==> config.mk <==
export PLATFORM = sky130hd
export DESIGN_NAME = phpm_pin_mux
export DESIGN_NICKNAME = d
export VERILOG_FILES = /design/src/phpm_pkg.sv /design/src/phpm_pin_mux.sv /design/src/phpm_pwm.sv
export VERILOG_INCLUDE_DIRS = /design/src
export SDC_FILE = /design/constraint.sdc
export NUM_CORES = 1
export LEC_CHECK = 0
export ABC_CLOCK_PERIOD_IN_PS = 4600
export BUFFER_PORTS_ARGS = -buffer_cell sky130_fd_sc_hd__buf_4
export CORE_MARGIN = 2
export CORE_UTILIZATION = 59
export CTS_CLUSTER_DIAMETER = 120
export DETAILED_ROUTE_END_ITERATION = 8
export PLACE_DENSITY = 0.95
export SYNTH_ARGS = -nofsm -noshare
export SYNTH_HDL_FRONTEND = slang
export SYNTH_HIERARCHICAL = 1
export SYNTH_SLANG_ARGS = --single-unit
==> constraint.sdc <==
create_clock -name CLK -period 4.6 [get_ports CLK]
set_input_delay 0.23 -clock CLK [delete_from_list [all_inputs] [get_ports CLK]]
set_output_delay 0.23 -clock CLK [all_outputs]
set_load 0.02 [all_outputs]
==> src/phpm_defines.svh <==
// Register indices, field positions and reset values of the port 1 / capture / scheduled-output pin mux
`ifndef PHPM_DEFINES_SVH
`define PHPM_DEFINES_SVH

// ==========================================================================
// Register indices (byte address = index * 4)
`define PHPM_IDX_PORT1_DATA 6'h0f
`define PHPM_IDX_IO_CONTROL_0       6'h10
`define PHPM_IDX_IO_CONTROL_1       6'h11
`define PHPM_IDX_IO_CONTROL_2       6'h12
`define PHPM_IDX_IO_CONTROL_3       6'h13
`define PHPM_IDX_DUTY1      6'h14
`define PHPM_IDX_DUTY2      6'h15
`define PHPM_IDX_IRQ_MASK   6'h16
`define PHPM_IDX_PIN_STATUS 6'h17

// ==========================================================================
// Reset values
`define PHPM_PORT1_RESET    8'hff
`define PHPM_IOC_RESET      8'h00
`define PHPM_DUTY_RESET     8'h00
`define PHPM_MASK_RESET     1'h1

// ==========================================================================
// Field positions of io_control_0
`define PHPM_IO_CONTROL_0_CAP0_EN   0
`define PHPM_IO_CONTROL_0_CAP1_EN   2
`define PHPM_IO_CONTROL_0_TIMER_TWO_RESET_IN_A   3
`define PHPM_IO_CONTROL_0_CAP2_EN   4
`define PHPM_IO_CONTROL_0_TIMER_TWO_RESET_IN_B   5
`define PHPM_IO_CONTROL_0_CAP3_EN   6
`define PHPM_IO_CONTROL_0_TIMER_TWO_CLOCK_IN_EN  7
// Field positions of io_control_1
`define PHPM_IO_CONTROL_1_SCHED4_EN 4
`define PHPM_IO_CONTROL_1_SCHED5_EN 6
// Field positions of io_control_2
`define PHPM_IO_CONTROL_2_PWM_FAST  2
// Field positions of io_control_3
`define PHPM_IO_CONTROL_3_TIMER_TWO_CLOCK_IN_INT 0
`define PHPM_IO_CONTROL_3_MODULATOR_OUT_1_SEL  2
`define PHPM_IO_CONTROL_3_MODULATOR_OUT_2_SEL  3

// ==========================================================================
// Timing: slow modulator rate divides the core clock by this count
`define PHPM_PWM_SLOW_DIV   8'h02

`endif

==> src/phpm_pkg.sv <==
// Types shared by the pin mux files
package phpm_pkg;

    // Drive of the five port 1 pins
    typedef struct packed {
        logic [4:0] out;
        logic [4:0] oe;
    } phpm_port_drive_t;

    // Timer 2 controls taken from the capture pins
    typedef struct packed {
        logic reset;
        logic clock_evt;
        logic clock_ext;
    } phpm_timer2_t;

    // Software control bytes
    typedef struct packed {
        logic [7:0] io_control_0;
        logic [7:0] io_control_1;
        logic [7:0] io_control_2;
        logic [7:0] io_control_3;
    } phpm_ioc_t;

endpackage

==> src/phpm_pin_mux.sv <==
// Pin mux for port 1 bits 0-4, capture inputs 0-3 and scheduled outputs 0, 1, 4, 5
// Behaviour
// - Port 1 bits quasi-bidirectional via data register
// - Bit 3 pin selects modulator 1 output
// - Modulator duty per register, rate selectable
// - Bit 4 pin selects modulator 2 output
// - Capture 0 rising edge interrupts unless masked
// - Enable bit makes capture 0 feed FIFO
// - Two bits enable timer 2 reset edge
// - Enable bit makes capture 1 feed FIFO
// - Timer 2 clocked from pin when selected
// - Enable bit drives scheduled output 4
// - Capture 2 shares pin, feeds FIFO
// - Enable bit drives scheduled output 5
// - Capture 3 shares pin, feeds FIFO
// - Shared pin drives and captures own edges
// - Scheduled outputs 0, 1 always driven
//
// The implementer's own choice: the Wishbone interface to the registers.
`timescale 1ns/1ps
`include "phpm_defines.svh"

module phpm_pin_mux (
    // Clock and reset
    input  wire logic                     CLK,
    input  wire logic                     RST_N,
    // Wishbone slave
    input  wire logic                     WB_CYC_I,
    input  wire logic                     WB_STB_I,
    input  wire logic                     WB_WE_I,
    input  wire logic [7:0]               WB_ADR_I,
    input  wire logic [3:0]               WB_SEL_I,
    input  wire logic [31:0]              WB_DAT_I,
    output logic      [31:0]              WB_DAT_O,
    output logic                          WB_ACK_O,
    // Port 1 pins 0-4
    input  wire logic [4:0]               PORT_ONE_I,
    output phpm_pkg::phpm_port_drive_t    PORT_ONE_DRV,
    // Capture-only pins (capture_in_0, capture_in_1)
    input  wire logic [1:0]               CAPTURE_PIN_I,
    // Shared pins: bit 0 = sched_out_4 / capture_in_2, bit 1 = sched_out_5 / capture_in_3
    input  wire logic [1:0]               SHARED_PIN_I,
    output logic      [1:0]               SHARED_PIN_O,
    output logic      [1:0]               SHARED_PIN_OE,
    // Dedicated scheduled output pins 0 and 1
    output logic      [1:0]               SCHED_PIN_O,
    // Scheduled output unit levels: {sched_out_5, sched_out_4, sched_out_1, sched_out_0}
    input  wire logic [3:0]               SCHED_OUT,
    // Capture input unit
    output logic      [3:0]               CAPTURE_EVENT,
    output logic      [3:0]               CAPTURE_LEVEL,
    // Timer 2 controls
    output phpm_pkg::phpm_timer2_t        TIMER_TWO,
    // Interrupt to controller
    output logic                          CAPTURE0_IRQ
);

    phpm_pkg::phpm_ioc_t ioc;
    logic [7:0]          port1_data;
    logic [7:0]          duty_setting_1;
    logic [7:0]          duty_setting_2;
    logic                irq_mask;
    logic [8:0]          sync1;
    logic [8:0]          sync2;
    logic [8:0]          prev;
    logic [3:0]          cap_lvl;
    logic [3:0]          cap_prev;
    logic [3:0]          cap_en;
    logic                pwm_1;
    logic                pwm_2;
    logic [4:0]          alt_sel;
    logic                wb_req;
    logic                wb_wr;
    logic [5:0]          idx;
    logic [7:0]          next_rdata;

    // ==========================================================================
    // Helpers
    function automatic logic rising(input logic cur, input logic old);
        rising = cur & ~old;
    endfunction

    function automatic logic changed(input logic cur, input logic old);
        changed = cur ^ old;
    endfunction

    // ==========================================================================
    // Pin synchronisers: sync1 feeds only sync2
    always_ff @(posedge CLK or negedge RST_N) begin
        if (!RST_N) begin
            sync1 <= 9'h000;
            sync2 <= 9'h000;
            prev  <= 9'h000;
        end else begin
            sync1 <= {SHARED_PIN_I, CAPTURE_PIN_I, PORT_ONE_I};
            sync2 <= sync1;
            prev  <= sync2;
        end
    end

    // Shared pins are sampled from the pad, so driven edges come back as events
    assign cap_lvl  = sync2[8:5];
    assign cap_prev = prev[8:5];

    // ==========================================================================
    // Wishbone slave, one wait state; write lands on the edge the master sees ack
    assign wb_req = WB_CYC_I & WB_STB_I;
    assign idx    = WB_ADR_I[7:2];
    assign wb_wr  = wb_req & WB_ACK_O & WB_WE_I & WB_SEL_I[0];

    always_ff @(posedge CLK or negedge RST_N) begin
        if (!RST_N) begin
            WB_ACK_O <= 1'b0;
        end else begin
            WB_ACK_O <= wb_req & ~WB_ACK_O;
        end
    end

    always_comb begin
        next_rdata = 8'h00;
        unique case (idx)
            `PHPM_IDX_PORT1_DATA: next_rdata = {port1_data[7:5], sync2[4:0]};
            `PHPM_IDX_IO_CONTROL_0:       next_rdata = ioc.io_control_0;
            `PHPM_IDX_IO_CONTROL_1:       next_rdata = ioc.io_control_1;
            `PHPM_IDX_IO_CONTROL_2:       next_rdata = ioc.io_control_2;
            `PHPM_IDX_IO_CONTROL_3:       next_rdata = ioc.io_control_3;
            `PHPM_IDX_DUTY1:      next_rdata = duty_setting_1;
            `PHPM_IDX_DUTY2:      next_rdata = duty_setting_2;
            `PHPM_IDX_IRQ_MASK:   next_rdata = {7'h00, irq_mask};
            `PHPM_IDX_PIN_STATUS: next_rdata = {2'h0, sync2[6:5], cap_lvl[3:2], sync2[4:3]};
            default:              next_rdata = 8'h00;
        endcase
    end

    always_ff @(posedge CLK or negedge RST_N) begin
        if (!RST_N) begin
            WB_DAT_O <= 32'h0000_0000;
        end else if (wb_req & ~WB_ACK_O) begin
            WB_DAT_O <= {24'h00_0000, next_rdata};
        end
    end

    // ==========================================================================
    // Register writes
    always_ff @(posedge CLK or negedge RST_N) begin
        if (!RST_N) begin
            port1_data <= `PHPM_PORT1_RESET;
        end else if (wb_wr && idx == `PHPM_IDX_PORT1_DATA) begin
            port1_data <= WB_DAT_I[7:0];
        end
    end

    always_ff @(posedge CLK or negedge RST_N) begin
        if (!RST_N) begin
            ioc <= {4{`PHPM_IOC_RESET}};
        end else if (wb_wr) begin
            if (idx == `PHPM_IDX_IO_CONTROL_0) begin
                ioc.io_control_0 <= WB_DAT_I[7:0];
            end
            if (idx == `PHPM_IDX_IO_CONTROL_1) begin
                ioc.io_control_1 <= WB_DAT_I[7:0];
            end
            if (idx == `PHPM_IDX_IO_CONTROL_2) begin
                ioc.io_control_2 <= WB_DAT_I[7:0];
            end
            if (idx == `PHPM_IDX_IO_CONTROL_3) begin
                ioc.io_control_3 <= WB_DAT_I[7:0];
            end
        end
    end

    always_ff @(posedge CLK or negedge RST_N) begin
        if (!RST_N) begin
            duty_setting_1 <= `PHPM_DUTY_RESET;
            duty_setting_2 <= `PHPM_DUTY_RESET;
            irq_mask       <= `PHPM_MASK_RESET;
        end else if (wb_wr) begin
            if (idx == `PHPM_IDX_DUTY1) begin
                duty_setting_1 <= WB_DAT_I[7:0];
            end
            if (idx == `PHPM_IDX_DUTY2) begin
                duty_setting_2 <= WB_DAT_I[7:0];
            end
            if (idx == `PHPM_IDX_IRQ_MASK) begin
                irq_mask <= WB_DAT_I[0];
            end
        end
    end

    // ==========================================================================
    // Modulator
    phpm_pwm u_pwm (
        .clk    (CLK),
        .rst_n  (RST_N),
        .fast   (ioc.io_control_2[`PHPM_IO_CONTROL_2_PWM_FAST]),
        .duty_1 (duty_setting_1),
        .duty_2 (duty_setting_2),
        .pwm_1  (pwm_1),
        .pwm_2  (pwm_2)
    );

    // ==========================================================================
    // Port 1 pin drive: quasi mode pulls low on a zero, alternate mode pushes both ways
    assign alt_sel = {ioc.io_control_3[`PHPM_IO_CONTROL_3_MODULATOR_OUT_2_SEL], ioc.io_control_3[`PHPM_IO_CONTROL_3_MODULATOR_OUT_1_SEL], 3'h0};

    always_ff @(posedge CLK or negedge RST_N) begin
        if (!RST_N) begin
            PORT_ONE_DRV <= '0;
        end else begin
            for (int i = 0; i < 5; i++) begin
                PORT_ONE_DRV.out[i] <= 1'b0;
                PORT_ONE_DRV.oe[i]  <= ~port1_data[i];
            end
            if (alt_sel[3]) begin
                PORT_ONE_DRV.out[3] <= pwm_1;
                PORT_ONE_DRV.oe[3]  <= 1'b1;
            end
            if (alt_sel[4]) begin
                PORT_ONE_DRV.out[4] <= pwm_2;
                PORT_ONE_DRV.oe[4]  <= 1'b1;
            end
        end
    end

    // ==========================================================================
    // Scheduled output pins
    always_ff @(posedge CLK or negedge RST_N) begin
        if (!RST_N) begin
            SCHED_PIN_O   <= 2'h0;
            SHARED_PIN_O  <= 2'h0;
            SHARED_PIN_OE <= 2'h0;
        end else begin
            SCHED_PIN_O   <= SCHED_OUT[1:0];
            SHARED_PIN_O  <= SCHED_OUT[3:2];
            SHARED_PIN_OE <= {ioc.io_control_1[`PHPM_IO_CONTROL_1_SCHED5_EN], ioc.io_control_1[`PHPM_IO_CONTROL_1_SCHED4_EN]};
        end
    end

    // ==========================================================================
    // Capture events toward the capture FIFO
    assign cap_en = {ioc.io_control_0[`PHPM_IO_CONTROL_0_CAP3_EN], ioc.io_control_0[`PHPM_IO_CONTROL_0_CAP2_EN],
                     ioc.io_control_0[`PHPM_IO_CONTROL_0_CAP1_EN], ioc.io_control_0[`PHPM_IO_CONTROL_0_CAP0_EN]};

    always_ff @(posedge CLK or negedge RST_N) begin
        if (!RST_N) begin
            CAPTURE_EVENT <= 4'h0;
            CAPTURE_LEVEL <= 4'h0;
        end else begin
            for (int i = 0; i < 4; i++) begin
                CAPTURE_EVENT[i] <= cap_en[i] & changed(cap_lvl[i], cap_prev[i]);
            end
            CAPTURE_LEVEL <= cap_lvl;
        end
    end

    // ==========================================================================
    // Interrupt and timer 2 controls
    always_ff @(posedge CLK or negedge RST_N) begin
        if (!RST_N) begin
            CAPTURE0_IRQ <= 1'b0;
        end else begin
            CAPTURE0_IRQ <= rising(cap_lvl[0], cap_prev[0]) & ~irq_mask;
        end
    end

    always_ff @(posedge CLK or negedge RST_N) begin
        if (!RST_N) begin
            TIMER_TWO <= '0;
        end else begin
            TIMER_TWO.reset <= ioc.io_control_0[`PHPM_IO_CONTROL_0_TIMER_TWO_RESET_IN_A] & ioc.io_control_0[`PHPM_IO_CONTROL_0_TIMER_TWO_RESET_IN_B]
                               & rising(cap_lvl[0], cap_prev[0]);
            TIMER_TWO.clock_ext <= ioc.io_control_0[`PHPM_IO_CONTROL_0_TIMER_TWO_CLOCK_IN_EN] & ~ioc.io_control_3[`PHPM_IO_CONTROL_3_TIMER_TWO_CLOCK_IN_INT];
            TIMER_TWO.clock_evt <= ioc.io_control_0[`PHPM_IO_CONTROL_0_TIMER_TWO_CLOCK_IN_EN] & ~ioc.io_control_3[`PHPM_IO_CONTROL_3_TIMER_TWO_CLOCK_IN_INT]
                                   & rising(cap_lvl[1], cap_prev[1]);
        end
    end

    // ==========================================================================
    // Assertions
    a_irq_on_edge: assert property (@(posedge CLK) disable iff (!RST_N)
        (sync2[5] && !prev[5] && !irq_mask) |=> CAPTURE0_IRQ) else $error("edge on capture 0 gave no interrupt");
    a_irq_masked: assert property (@(posedge CLK) disable iff (!RST_N)
        CAPTURE0_IRQ |-> $past(!irq_mask) && $past(sync2[5]) && !$past(prev[5])) else $error("interrupt while masked");
    a_port_quasi: assert property (@(posedge CLK) disable iff (!RST_N)
        (!ioc.io_control_3[2] && !port1_data[3]) |=> PORT_ONE_DRV.oe[3] && !PORT_ONE_DRV.out[3]) else $error("port bit not low");
    a_modulator_out_1_pin: assert property (@(posedge CLK) disable iff (!RST_N)
        ioc.io_control_3[2] |=> PORT_ONE_DRV.oe[3] && PORT_ONE_DRV.out[3] == $past(pwm_1)) else $error("pin 3 not modulator");
    a_modulator_out_2_pin: assert property (@(posedge CLK) disable iff (!RST_N)
        ioc.io_control_3[3] |=> PORT_ONE_DRV.oe[4] && PORT_ONE_DRV.out[4] == $past(pwm_2))
        else $error("pin 4 not modulator");
    a_t2_reset: assert property (@(posedge CLK) disable iff (!RST_N)
        TIMER_TWO.reset |-> $past(ioc.io_control_0[3] && ioc.io_control_0[5]) && $past(sync2[5])) else $error("timer 2 reset unbidden");
    a_t2_clock: assert property (@(posedge CLK) disable iff (!RST_N)
        (ioc.io_control_0[7] && ioc.io_control_3[0]) |=> !TIMER_TWO.clock_evt && !TIMER_TWO.clock_ext) else $error("timer 2 clock leak");
    a_cap_enable: assert property (@(posedge CLK) disable iff (!RST_N)
        CAPTURE_EVENT[1] |-> $past(ioc.io_control_0[2]) && ($past(sync2[6]) != $past(prev[6]))) else $error("capture 1 event");
    a_sched_dedic: assert property (@(posedge CLK) disable iff (!RST_N)
        ##1 SCHED_PIN_O == $past(SCHED_OUT[1:0])) else $error("dedicated output not following");
    a_sched4_oe: assert property (@(posedge CLK) disable iff (!RST_N)
        ioc.io_control_1[4] |=> SHARED_PIN_OE[0] && SHARED_PIN_O[0] == $past(SCHED_OUT[2])) else $error("output 4 not driven");
    a_sched5_oe: assert property (@(posedge CLK) disable iff (!RST_N)
        ioc.io_control_1[6] |=> SHARED_PIN_OE[1] && SHARED_PIN_O[1] == $past(SCHED_OUT[3])) else $error("output 5 not driven");
    a_cap0_enable: assert property (@(posedge CLK) disable iff (!RST_N)
        CAPTURE_EVENT[0] |-> $past(ioc.io_control_0[0]) && ($past(sync2[5]) != $past(prev[5]))) else $error("capture 0 event");
    a_wb_ack_once: assert property (@(posedge CLK) disable iff (!RST_N)
        WB_ACK_O |=> !WB_ACK_O) else $error("ack held two cycles");

endmodule // phpm_pin_mux

==> src/phpm_pwm.sv <==
// Two-channel pulse-width modulator sharing one period counter
`timescale 1ns/1ps
`include "phpm_defines.svh"

module phpm_pwm (
    // Clock and reset
    input  wire logic       clk,
    input  wire logic       rst_n,
    // Control
    input  wire logic       fast,
    input  wire logic [7:0] duty_1,
    input  wire logic [7:0] duty_2,
    // Waveforms
    output logic            pwm_1,
    output logic            pwm_2
);

    logic [7:0] div;
    logic [7:0] cnt;
    logic       tick;

    // ==========================================================================
    // Rate select
    assign tick = fast | (div == `PHPM_PWM_SLOW_DIV - 8'h01);

    always_ff @(posedge clk or negedge rst_n) begin
        if (!rst_n) begin
            div <= 8'h00;
        end else if (tick) begin
            div <= 8'h00;
        end else begin
            div <= div + 8'h01;
        end
    end

    always_ff @(posedge clk or negedge rst_n) begin
        if (!rst_n) begin
            cnt <= 8'h00;
        end else if (tick) begin
            cnt <= cnt + 8'h01;
        end
    end

    // ==========================================================================
    // Duty compare
    always_ff @(posedge clk or negedge rst_n) begin
        if (!rst_n) begin
            pwm_1 <= 1'b0;
            pwm_2 <= 1'b0;
        end else begin
            pwm_1 <= cnt < duty_1;
            pwm_2 <= cnt < duty_2;
        end
    end

    a_pwm_zero_duty: assert property (@(posedge clk) disable iff (!rst_n)
        duty_1 == 8'h00 |=> !pwm_1) else $error("modulator 1 high at zero duty");
    a_pwm_full_duty: assert property (@(posedge clk) disable iff (!rst_n)
        (duty_2 == 8'hff && cnt != 8'hff) |=> pwm_2) else $error("modulator 2 low below duty");

endmodule // phpm_pwm

==> results.py <==
metrics = {
    "floorplan": {
        "die-area_um2": 10480,
        "dieWidth_um": 102.4,
        "num_rows": 35,
        "ios": 123,
        "die_y_um": 102.4,
        "core_area_um2": 9328,
        "start_util_pct": 61.18,
    },
    "setup_path": {
        "r2r_end": "duty_setting_2[6]",
        "rr_startpoint": "WB_ACK_O",
        "r2r_cells": 5,
        "rrSetupSlack_ns": 2.38,
        "path_class": "primary input to flop",
        "setup.worst_path.start": "WB_ADR_I[7]",
        "required_ns": 5.03,
        "critPathMaxFanout": 7,
        "worstPathArrival_ns": 2.74,
        "critPathCaptureType": "flop",
        "cp-endpoint": "WB_DAT_O[3]",
        "start_kind": "primary input",
    },
    "global_routing": {
        "grt_pass1_vias": 4139,
        "grt_antenna_before_repair": 0,
        "overflow": 0,
        "grt_pass1_wl_mm": 21.81,
        "grt_max_degree": 94,
        "track_usage_pct": 28.51,
    },
    "final_layout": {
        "drive_above_1_share_pct": 32.62,
        "largest_register": "ioc",
        "final_nets": 626,
        "syn_to_final_growth_pct": 21.35,
        "largest_reg_flops": 26,
        "final_util_pct": 74.25,
        "diodes": 0,
        "top_regs": "ioc x26, sync1 x9, sync2 x9",
    },
    "yosys": {
        "synth_top_area_share_pct": 51.74,
        "synth_cells": 452,
        "synth_cell_type_count": 57,
        "synth_area_leader_cell": "dfrtp_1",
        "syn_area_um2": 5707,
        "synthTopCellsByArea": "dfrtp_1 (52%), mux2_2 (11%), ha_1 (4.2%), dfstp_2 (4.1%), buf_4 (3.6%)",
        "synth_common_cells": "dfrtp_1 (118), mux2_2 (56), nand2_1 (29)",
        "ys_seq_area_share_pct": 55.89,
        "synth_top_flop_cell": "dfrtp_1",
        "synth-edff-count": 0,
        "synth_warnings": 6,
        "syn_area_per_cell_um2": 12.63,
        "ys_seq_elements": 127,
        "async_flop_share_pct": 100.0,
        "synth.most_common_cell": "dfrtp_1",
    },
    "timing": {
        "maxSlewViolCount": 0,
        "tns_ns": 0,
        "grt_setup_unrepaired": "false",
        "worst_clock_skew_ns": 0.006115,
        "period_share_pct": 50.22,
        "worst_slack_ns": 2.290,
        "slew-limit-headroom_pct": 14.70,
        "fmax_mhz": 432.9,
        "worst_pin_slew_ns": 1.262,
        "setup-violations-final": 0,
        "hold_violations": 0,
        "period_needed_ns": 2.310,
    },
    "power": {
        "netSwitchingPower_w": 0.0007997,
        "cellPowerDensity_nw_per_um2": 414.0,
        "peakVddDrop_v": 0.0002822,
        "switching_share_pct": 27.89,
        "pwr-share-clk_pct": 42.6,
        "intPower_w": 0.002067,
        "leakage_nw": 3.343,
        "sequentialPowerShare_pct": 43.7,
        "comb_power_share_pct": 13.6,
    },
    "flow_run": {
        "maxCapViolations": 0,
    },
    "place": {
        "hpwlAfterDp_mm": 8.528,
        "gp_congestion": 0.8929,
        "post-place-ws_ns": 2.395,
        "io_buffers": 66,
    },
    "clock_network": {
        "numCtsBuffers": 17,
        "cts_sinks": 127,
        "cts_root_buf": "clkbuf_8",
        "cts_setup_buffers": 0,
        "cts_tree": "yes",
        "clock_latency_ns": 0.53,
        "cts_buffer_depth": 2,
        "cts.htree.levels": 4,
        "path_clk_slew_ns": 0.06,
    },
    "outcome": {
        "status": "finished clean",
    },
    "detailed_routing": {
        "routed_wl_mm": 13.65,
        "drtPass1Iterations": 8,
        "vias": 4047,
        "detail-route-antenna-nets": 0,
        "drtIter0Drc": 312,
        "wl_per_cell_um": 19.87,
        "remaining_drc_errors": 0,
        "via_per_inst": 5.891,
    },
    "worst_hold_path": {
        "hold_class": "primary input to flop",
    },
}
## metal layers
metal,track usage (%),vias to the layer above,part of all wire (%)
met5,0,-,0
met4,13.44,0,3.9
met3,7.866,60,7.8
met2,48.03,246,50
met1,34.17,2018,38
li1,-,1723,-
## placed cells by master (no fill, tap or decap), types with 2 or more instances in the layout
master / n
or3_1: 2
o211ai_1: 3
a211oi_1: 3
inv_6: 3
a22o_1: 3
and3_1: 3
nor3_1: 5
xor2_1: 8
mux2_2: 56
a21oi_1: 10
clkbuf_16: 16
clkinvlp_4: 4
mux2i_1: 11
nand2_1: 29
nor2_1: 18
and4bb_2: 2
a22oi_1: 2
nand4_1: 5
o32ai_1: 2
clkbuf_1: 3
o21ai_0: 16
nand2b_1: 4
and3_2: 2
clkinv_2: 2
nor2b_1: 5
nand2_4: 2
mux4_2: 4
buf_4: 67
ha_1: 19
and2_1: 6
dlygate4sd3_1: 18
conb_1: 27
clkinv_4: 2
nand3b_1: 2
dfrtp_1: 118
nand3_1: 17
xnor2_1: 4
dfstp_2: 9
inv_1: 23
## how the worst min path moves through the flow
stage,start,cells past startpoint,slack [ns],end
2_1_floorplan,RST_N,0,-0.07,CAPTURE0_IRQ
3_3_place_gp,sync1[6],0,0.33,sync2[6]
3_5_place_dp,sync1[6],0,0.34,sync2[6]
4_1_cts,WB_DAT_I[3],2,0.001,ioc[11]
5_1_grt,WB_DAT_I[7],2,0.007,ioc[15]
6_report,WB_DAT_I[2],3,0.006,port1_data[2]
## metrics by stage
step | std cells | power [W] | area [um^2] | hold WS [ns]
after floorplan | 478 | 0.001515 | 5804 | -0.06559
after global placement | 637 | 0.001600 | 6206 | 0.3326
after detailed placement | 637 | 0.001631 | 6206 | 0.3381
after CTS | 687 | 0.002863 | 6925 | 0.001157
after global routing | 687 | 0.002978 | 6925 | 0.006584
final | 687 | 0.002867 | 6925 | 0.006093
## layout make-up
| class | count | area [um^2] |
|---|---|---|
| sequential | 127 | 3189 |
| clock buffer | 20 | 425.4 |
| timing repair buffer | 85 | 683.2 |
| clock inverter | 12 | 113.9 |
| multi-input combinational | 291 | 2266 |
| inverter | 23 | 86.33 |
| tap | 129 | 161.4 |
| fill | 548 | 2402 |
## worst max-delay path: stages
cell and delay [ns]:
dlygate4sd3_1 0.54, buf_4 0.16, nor4b_1 1.07, nand3_1 0.23
o21ai_0 0.15, a211oi_1 0.10, o211ai_1 0.24
## power by group through the flow
stage	sequential (W)	clock [W]	combinational, W
floorplan	0.00125	0	0.000260
global placement	0.00126	0	0.000336
detailed placement	0.00127	0	0.000361
CTS	0.00125	0.00123	0.000384
global route	0.00126	0.00128	0.000440
finish	0.00125	0.00122	0.000391
## what timing repair did
item / 4_1_cts / 5_1_grt
hold buffers: 18 / 0
endpoints found under the hold margin: 100 / 0
gates resized for setup: 0 / 0
## logic make-up (layout without fill, tap and decap cells)
logic type | count (synthesis) | after routing | share of synthesized area, %
and+or+nand+nor | 111 | 111 | 10.90
other | 1 | 27 | 0.06571
buffers and inverters | 60 | 140 | 6.117
adders and majority gates | 19 | 19 | 4.166
AOI/OAI and AO/OA | 49 | 49 | 5.920
xor gates and xnor gates | 13 | 13 | 2.127
muxes | 72 | 72 | 14.82
DFF | 127 | 127 | 55.89
Power figures use the tool's default switching activity.
